### config.mk
export PLATFORM = sky130hd
export DESIGN_NAME = bvs_sequencer
export DESIGN_NICKNAME = d
export VERILOG_FILES = /design/src/design/bvs_countdown.v /design/src/design/bvs_select.v /design/src/design/bvs_sequencer.v
export VERILOG_INCLUDE_DIRS = /design/src /design/src/design
export SDC_FILE = /design/constraint.sdc
export NUM_CORES = 1
export LEC_CHECK = 0
export ABC_AREA = 1
export BUFFER_PORTS_ARGS = -buffer_cell sky130_fd_sc_hd__clkbuf_2
export CELL_PAD_IN_SITES_DETAIL_PLACEMENT = 1
export CELL_PAD_IN_SITES_GLOBAL_PLACEMENT = 1
export CORE_MARGIN = 5
export CORE_UTILIZATION = 43
export DETAILED_ROUTE_END_ITERATION = 7
export HOLD_SLACK_MARGIN = 0.02
export PLACE_DENSITY_LB_ADDON = 0.1
export SYNTH_ARGS = -nofsm -noshare
export SYNTH_HDL_FRONTEND = slang
export SYNTH_SLANG_ARGS = --single-unit
### constraint.sdc
create_clock -name clock -period 2.35 [get_ports clock]
set_input_delay 0.3525 -clock clock [delete_from_list [all_inputs] [get_ports clock]]
set_output_delay 0.3525 -clock clock [all_outputs]
set_load 0.01 [all_outputs]
### src/design/bvs_consts.vh
// Purpose: constants for the beverage vending sequencer
// Assumes: 10 Hz clock, half-second steps of five clocks
// Notes: output word bit positions and phase lengths in half seconds
`ifndef BVS_CONSTS_VH
`define BVS_CONSTS_VH

`define BVS_CLK_HZ        10
`define BVS_HALF_SEC_CLKS 7'h05
`define BVS_CNT_W         7

// phase lengths in half seconds, sized to the counter width
`define BVS_SETTLE_HS     7'h03
`define BVS_WATER_PRE_HS  7'h02
`define BVS_WATER_TOT_HS  7'h14
`define BVS_COFFEE_HS     7'h05
`define BVS_SOUP_HS       7'h04
`define BVS_CHOC_HS       7'h07
`define BVS_CREAM_HS      7'h04
`define BVS_SUGAR_HS      7'h03
`define BVS_REMOVE_HS     7'h07

// output word bit positions
`define BVS_OUT_W         10
`define BVS_B_BUSY        0
`define BVS_B_CUP         1
`define BVS_B_WATER       2
`define BVS_B_COFFEE      3
`define BVS_B_CREAM       4
`define BVS_B_SUGAR       5
`define BVS_B_CHOC        6
`define BVS_B_SOUP        7
`define BVS_B_REFUND      8
`define BVS_B_CLEAR       9

`endif

### src/design/bvs_countdown.v
// Purpose: phase countdown, loaded with length minus one, done at zero
// Assumes: load happens on the edge that enters the phase
// Notes: a phase of n clocks sees the values n-1 down to zero
`timescale 1ns/10ps
module bvs_countdown #(
	parameter W = 7
) (
	// clock and reset
	input  wire         clock,
	input  wire         rst,
	// control
	input  wire         load,
	input  wire [W-1:0] load_value,
	// status
	output wire         compare_flag
);
	reg [W-1:0] countdown_register;

	always @(posedge clock) begin
		if (rst)
			countdown_register <= {W{1'b0}};
		else if (load)
			countdown_register <= load_value;
		else if (countdown_register != {W{1'b0}})
			countdown_register <= countdown_register - {{(W-1){1'b0}}, 1'b1};
	end

	// check then decrement: zero state is the last clock of the phase
	assign compare_flag = (countdown_register == {W{1'b0}});
endmodule // bvs_countdown

### src/design/bvs_select.v
// Purpose: fixed-priority selection decode
// Assumes: latched request inputs
// Notes: coffee first, then chocolate, soup, coin return
`timescale 1ns/10ps
module bvs_select (
	// requests
	input  wire       coffee_req,
	input  wire       choc_req,
	input  wire       soup_req,
	input  wire       return_req,
	// one-hot grant: coffee, chocolate, soup, return
	output wire [3:0] grant
);
	assign grant[0] = coffee_req;                                  // [RL19]
	assign grant[1] = !coffee_req && choc_req;                     // [RL19]
	assign grant[2] = !coffee_req && !choc_req && soup_req;        // [RL19]
	assign grant[3] = !coffee_req && !choc_req && !soup_req && return_req; // [RL19]
endmodule // bvs_select

### src/design/bvs_sequencer.v
// Purpose: hot-drink vending sequencer driving cup, water, powders, refund
// Assumes: inputs are synchronised and latched outside; 10 Hz clock
// Notes: one state per timed phase; one shared countdown
// Summary of operation
// RL1: idle holds all actuators off until latched coin seen.
// RL2: after coin, light busy and wait for coffee, chocolate, soup, return.
// RL3: coin return pulses refund, drops busy, returns to coin wait.
// RL4: any drink first drops a cup.
// RL5: cup settles 1.5 s before water starts.
// RL6: water runs 1 s before any powder.
// RL7: water on without break for 10 s total on every drink.
// RL8: busy lamp lit from coin until sequence ends.
// RL9: powder time: coffee 2.5 s, soup 2.0 s, chocolate 3.5 s.
// RL10: coffee only: cream 2.0 s and sugar 1.5 s if requested.
// RL11: after water, wait 3.5 s for cup removal before coin test.
// RL12: 10 Hz clock; durations are half seconds of five clocks.
// RL13: outside latches inputs; clear pulse at end of each sequence.
// RL14: phases last exact clocks, load cycle included.
// RL15: final water tops up to ten seconds total.
// RL16: outputs form a ten-bit control word at fixed positions.
// RL17: reset passes one redirect state, then coin wait.
// RL18: seven condition inputs sampled.
// RL19: requests checked every clock: coffee, chocolate, soup, return.
`timescale 1ns/10ps
`include "bvs_consts.vh"
module bvs_sequencer #(
	parameter CNT_W = `BVS_CNT_W
) (
	// clock and reset
	input  wire                  clock,
	input  wire                  rst,
	// latched condition inputs
	input  wire                  coin,
	input  wire                  soup_req,
	input  wire                  choc_req,
	input  wire                  cream_req,
	input  wire                  sugar_req,
	input  wire                  coffee_req,
	input  wire                  return_req,
	// actuator control word
	output reg  [`BVS_OUT_W-1:0] control_word,
	// state view
	output wire                  idle
);
	// states, one-hot
	localparam S_REDIR  = 14'h0001;
	localparam S_ZERO   = 14'h0002;
	localparam S_CLEAR  = 14'h0004;
	localparam S_TEST   = 14'h0008;
	localparam S_CUP    = 14'h0010;
	localparam S_SETTLE = 14'h0020;
	localparam S_PRE    = 14'h0040;
	localparam S_POWDER = 14'h0080;
	localparam S_CREAM  = 14'h0100;
	localparam S_SUGAR  = 14'h0200;
	localparam S_LAST   = 14'h0400;
	localparam S_REMOVE = 14'h0800;
	localparam S_REFUND = 14'h1000;
	localparam S_END    = 14'h2000;

	// drink codes
	localparam D_COFFEE = 2'h0;
	localparam D_CHOC   = 2'h1;
	localparam D_SOUP   = 2'h2;

	// unit step at counter width
	localparam [CNT_W-1:0] ONE = {{(CNT_W-1){1'b0}}, 1'b1};

	reg  [13:0]           state;
	reg  [13:0]           next_state;
	reg  [1:0]            drink;
	reg  [1:0]            next_drink;
	reg  [CNT_W-1:0]      water_on;
	reg                   load;
	reg  [CNT_W-1:0]      load_value;
	reg  [`BVS_OUT_W-1:0] next_control;
	wire                  compare_flag;
	wire [3:0]            grant;

	// clocks for a phase length in half seconds
	function [CNT_W-1:0] clks;
		input [CNT_W-1:0] hs;
		begin
			clks = hs * `BVS_HALF_SEC_CLKS; // [RL12]
		end
	endfunction

	// powder length per drink
	function [CNT_W-1:0] powder_clks;
		input [1:0] d;
		begin
			case (d)
				D_COFFEE: powder_clks = clks(`BVS_COFFEE_HS); // [RL9]
				D_CHOC:   powder_clks = clks(`BVS_CHOC_HS);   // [RL9]
				default:  powder_clks = clks(`BVS_SOUP_HS);   // [RL9]
			endcase
		end
	endfunction

	// length in clocks of the phase being entered
	function [CNT_W-1:0] phase_len;
		input [13:0]      st;
		input [1:0]       d;
		input [CNT_W-1:0] wdone;
		begin
			case (st)
				S_SETTLE: phase_len = clks(`BVS_SETTLE_HS);            // [RL5]
				S_PRE:    phase_len = clks(`BVS_WATER_PRE_HS);         // [RL6]
				S_POWDER: phase_len = powder_clks(d);                  // [RL9]
				S_CREAM:  phase_len = clks(`BVS_CREAM_HS);             // [RL10]
				S_SUGAR:  phase_len = clks(`BVS_SUGAR_HS);             // [RL10]
				S_LAST:   phase_len = clks(`BVS_WATER_TOT_HS) - wdone - ONE; // [RL15]
				S_REMOVE: phase_len = clks(`BVS_REMOVE_HS);            // [RL11]
				default:  phase_len = ONE;
			endcase
		end
	endfunction

	// actuator word shown while in a state
	function [`BVS_OUT_W-1:0] outputs_of;
		input [13:0]          st;
		input [1:0]           d;
		reg   [`BVS_OUT_W-1:0] w;
		begin
			w = {`BVS_OUT_W{1'b0}};
			case (st)
				S_CLEAR: begin
					w[`BVS_B_CLEAR] = 1'b1; // [RL13]
				end
				S_TEST: begin
					w[`BVS_B_BUSY] = 1'b1; // [RL2] [RL8]
				end
				S_CUP: begin
					w[`BVS_B_BUSY] = 1'b1;
					w[`BVS_B_CUP]  = 1'b1; // [RL4]
				end
				S_SETTLE, S_REMOVE: begin
					w[`BVS_B_BUSY] = 1'b1; // [RL5] [RL8] [RL11]
				end
				S_PRE, S_LAST: begin
					w[`BVS_B_BUSY]  = 1'b1;
					w[`BVS_B_WATER] = 1'b1; // [RL6] [RL7]
				end
				S_POWDER: begin
					w[`BVS_B_BUSY]  = 1'b1;
					w[`BVS_B_WATER] = 1'b1; // [RL7]
					case (d)
						D_COFFEE: w[`BVS_B_COFFEE] = 1'b1; // [RL9]
						D_CHOC:   w[`BVS_B_CHOC]   = 1'b1; // [RL9]
						default:  w[`BVS_B_SOUP]   = 1'b1; // [RL9]
					endcase
				end
				S_CREAM: begin
					w[`BVS_B_BUSY]  = 1'b1;
					w[`BVS_B_WATER] = 1'b1;
					w[`BVS_B_CREAM] = 1'b1; // [RL10]
				end
				S_SUGAR: begin
					w[`BVS_B_BUSY]  = 1'b1;
					w[`BVS_B_WATER] = 1'b1;
					w[`BVS_B_SUGAR] = 1'b1; // [RL10]
				end
				S_REFUND: begin
					// busy stays for this one pulse, goes dark after
					w[`BVS_B_BUSY]   = 1'b1;
					w[`BVS_B_REFUND] = 1'b1; // [RL3]
					w[`BVS_B_CLEAR]  = 1'b1; // [RL13]
				end
				S_END: begin
					w[`BVS_B_CLEAR] = 1'b1; // [RL13]
				end
				default: begin
					w = {`BVS_OUT_W{1'b0}}; // [RL1]
				end
			endcase
			outputs_of = w;
		end
	endfunction

	bvs_countdown #(
		.W (CNT_W)
	) u_count (
		.clock        (clock),
		.rst          (rst),
		.load         (load),
		.load_value   (load_value),
		.compare_flag (compare_flag)
	);

	bvs_select u_sel (
		.coffee_req (coffee_req),
		.choc_req   (choc_req),
		.soup_req   (soup_req),
		.return_req (return_req),
		.grant      (grant)
	);

	// the countdown is loaded on the edge that enters a timed phase,
	// so the phase sees n-1 down to zero: exactly n clocks
	always @* begin
		next_state = state;
		next_drink = drink;
		load       = 1'b0;
		case (state)
			S_REDIR: begin
				next_state = S_ZERO; // [RL17]
			end
			S_ZERO: begin
				// all actuators off while waiting
				if (coin) begin // [RL1] [RL18]
					next_state = S_CLEAR;
				end
			end
			S_CLEAR: begin
				next_state = S_TEST; // [RL2]
			end
			S_TEST: begin
				// stays here and re-checks every clock
				if (grant[0] | grant[1] | grant[2]) begin // [RL19]
					next_state = S_CUP; // [RL4]
					next_drink = grant[0] ? D_COFFEE : (grant[1] ? D_CHOC : D_SOUP);
				end else if (grant[3]) begin
					next_state = S_REFUND; // [RL3]
				end
			end
			S_CUP: begin
				next_state = S_SETTLE; // [RL5]
				load       = 1'b1;
			end
			S_SETTLE: begin
				if (compare_flag) begin
					next_state = S_PRE; // [RL6]
					load       = 1'b1;
				end
			end
			S_PRE: begin
				if (compare_flag) begin
					next_state = S_POWDER; // [RL9]
					load       = 1'b1;
				end
			end
			S_POWDER: begin
				if (compare_flag) begin
					load = 1'b1;
					if (drink == D_COFFEE && cream_req) begin // [RL10]
						next_state = S_CREAM;
					end else if (drink == D_COFFEE && sugar_req) begin // [RL10]
						next_state = S_SUGAR;
					end else begin
						next_state = S_LAST;
					end
				end
			end
			S_CREAM: begin
				if (compare_flag) begin
					load = 1'b1;
					if (sugar_req) begin // [RL10]
						next_state = S_SUGAR;
					end else begin
						next_state = S_LAST;
					end
				end
			end
			S_SUGAR: begin
				if (compare_flag) begin
					next_state = S_LAST; // [RL15]
					load       = 1'b1;
				end
			end
			S_LAST: begin
				if (compare_flag) begin
					next_state = S_REMOVE; // [RL11]
					load       = 1'b1;
				end
			end
			S_REMOVE: begin
				if (compare_flag) begin
					next_state = S_END; // [RL13]
				end
			end
			S_REFUND, S_END: begin
				next_state = S_ZERO; // [RL3] [RL13]
			end
			default: begin
				next_state = S_ZERO;
			end
		endcase
		load_value   = phase_len(next_state, next_drink, water_on) - ONE; // [RL14]
		next_control = outputs_of(next_state, next_drink); // [RL16]
	end

	// clocks of water already run before the current one;
	// limitation: the whole water time must fit the counter width
	always @(posedge clock) begin
		if (rst)
			water_on <= {CNT_W{1'b0}};
		else if (control_word[`BVS_B_WATER])
			water_on <= water_on + ONE; // [RL7] [RL15]
		else
			water_on <= {CNT_W{1'b0}};
	end

	// word registered with the state, so it always matches it
	always @(posedge clock) begin
		if (rst) begin
			state        <= S_REDIR; // [RL17]
			drink        <= D_COFFEE;
			control_word <= {`BVS_OUT_W{1'b0}};
		end else begin
			state        <= next_state;
			drink        <= next_drink;
			control_word <= next_control; // [RL16]
		end
	end

	assign idle = (state == S_ZERO);
endmodule // bvs_sequencer

==> metrics.txt <==
number of enable flip-flop cells after synthesis=0; Residual DRC=0; synth unique cells=45; CP peak stage delay=0.34 ns; global-route wire length before repair=12.9 mm; Mapped Nets=395; P&R area growth vs syn=25.8%; YS warnings=0; design area=3300 sq um; FP Rows=28; Final Skew=0.0135 ns; routability cong.=0.911; Syn Inst Count=382; routed vias/inst=5.22; clk root buf=clkbuf_8; Startpoint Class=flop; total power=2.20 mW; Die Y=88.1 um; drt first pass iters=4; Post-Syn Area=2630 sq um; # setup viols final=1; f_max=424 MHz; Synth Flop Type=dfxtp_1; Crit-path slowest cell=dfxtp_2; Fillers=791; TNS Setup=-0.0104 ns; final cell count without fillers=505; Least-Margin Pin Slew=0.451 ns; worst-path fanout max=6; Avg Inst Size Synth=6.87 sq um; starting density of the core=44.3%; failing checks=negative setup slack; share of cells above drive strength 1=37.9%; I/O Buffers=19; most common cell in the netlist=nand2_1; share of Yosys cell area claimed by the top area cell type=30.5%; Inst Count DP=484; core area=5920 sq um; routed length per instance=16.2 um; Post-CTS Hold Buffers=0; post-route ant nets=0; RSZ-0062 raised after global routing=yes; Arr. time, crit path=2.58 ns; Final HPWL DP=6.15 mm; CP cell instances=nor2_4, nand3_4, buf_6, nor2_4, nand2_2, nand2_4, nand3_2, nand2_1, inv_1, nand4_1, nand2_1, nand2_2, inv_2, ha_4, or2_1, a31oi_1; Remaining Overflow, GRT=0; Clk Latency, worst-skew pair=0.30 ns; Pleak=1.60 nW; Die Area=7770 sq um; placed cell areas=2890 sq um; Max Cap Viol=0; setup ws final=-0.0104 ns; Synth area leader=dfxtp_1; #FFs+latches synth=40; largest net degree at the start of global routing=27; routed wire length=8.17 mm; antenna violations before repair=0; num ports=20; vias in the first global route=2672; Clock Path Buffers=2; TritonCTS clock tree=built; GRT Total Usage=21.7%; Clk pin slew, worst setup/hold paths=0.09 ns; Final Hold Violating Endpoints=0; Period minus WS final=2.36 ns; post-synthesis sequential area ratio=30.5%; Cell Pwr Density=666 nW/um^2; largest cells by area after synthesis=dfxtp_1 31%, nand2_1 9.7%, nor2_1 8.2%; period utilisation layout=100%; CP required=2.57 ns; Min Hold Slack=0.311 ns; Slew Viols, Final=0; Worst VDD drop=0.405 mV; routed via count=2634; Num CTS Buffers=5; critical path class=reg2reg; 1st-iter DRT viols=156; status=complete, but fails checks; hold crit path type=in2reg; ys async rst share=0%; top cells by count, synth=68 x nand2_1, 57 x nor2_1, 44 x inv_1; H-tree depth=2; Sinks on Clock Net=40; die width=88.1 um; CP endpoint kind=flop; n_diodes=0; Nets=442; Slew HR=69.7%
[metrics by stage]
| step | setup slack [ns] | utilization [%] |
|---|---|---|
| floorplan | 0.271 | - |
| global placement | -0.0485 | 48.8 |
| detailed placement | -0.127 | 48.8 |
| CTS | 0.0000986 | 52.0 |
| global route | -0.179 | 55.8 |
| finish | -0.0104 | 55.8 |
[logic make-up (layout without fill, tap and decap cells)]
logic type / after synthesis / count (layout) / synth area share, %
buffers and inverters: 62 / 110 / 9.48
XOR/XNOR: 5 / 5 / 1.67
adder cells (fa/ha/maj): 4 / 4 / 1.91
AND/OR/NAND/NOR: 230 / 230 / 47.2
flip-flops: 40 / 40 / 30.5
AO/OA/AOI/OAI: 41 / 41 / 9.20
[state kept, by name, summed over array words and instances, names as in the netlist]
register                    count
control_word                   10
drink                           2
phase_len.wdone                 7
state                          14
u_count.countdown_register      7
[per-layer routing]
layer  track usage [%]  share of wire (%)  routed length (um)
met5                 0                  0                   0
met4              6.04                1.4                 117
met3              2.73                3.8                 309
met2              36.8                 47                3850
met1              28.8                 48                3890
[power by group]
group | total (mW) | switching (mW) | internal [mW]
clock network | 0.595 | 0.280 | 0.315
registers | 0.752 | 0.0271 | 0.725
logic | 0.852 | 0.511 | 0.342
[what timing repair did]
action                     CTS  global route
buffers inserted             6             6
pin swaps                    1            17
resized for setup           17            41
gates cloned                 0             1
setup endpoints to repair    3             7
[layout make-up]
class                   instances  area (sq um)  area share (%)
inverters                      56           223            6.74
clock buffers                   5          68.8            2.08
flip-flops and latches         40           818            24.8
multi-input cells             280          1750            52.9
repair inverters                1          6.26           0.189
well taps                      75          93.8            2.84
repair buffers                 45           302            9.13
clock inverters                 3          42.5            1.29
[placed cells by master (no fill, tap or decap), types with 13 or more instances in the layout]
cell / instances
a21oi_1: 17
buf_4: 23
clkbuf_2: 19
dfxtp_1: 28
inv_1: 43
nand2_1: 62
nand2_2: 22
nand3_1: 19
nor2_1: 48
nor2_2: 13
[critical path: cells and delay by family, from the launching register on]
family | cells | cell delay [ns]
and+or+nand+nor | 11 | 1.36
AOI/OAI and AO/OA | 1 | 0.15
DFF | 1 | 0.34
adders and majority gates | 1 | 0.16
buffers and inverters | 3 | 0.28
[worst paths after layout]
| kind | from | endpoint | slack, ns | depth (start not counted) |
|---|---|---|---|---|
| min | coin | state[2]$_SDFF_PP0_ | 0.31 | 3 |
| min reg2reg | phase_len.wdone[0]$_SDFF_PP0_ | phase_len.wdone[0]$_SDFF_PP0_ | 0.47 | 1 |
| max | state[12]$_SDFF_PP0_ | u_count.countdown_register[2]$_SDFFE_PP0P_ | -0.01 | 16 |
| max reg2reg | state[12]$_SDFF_PP0_ | u_count.countdown_register[2]$_SDFFE_PP0P_ | -0.01 | 16 |
(Power assumes the default switching activity.)
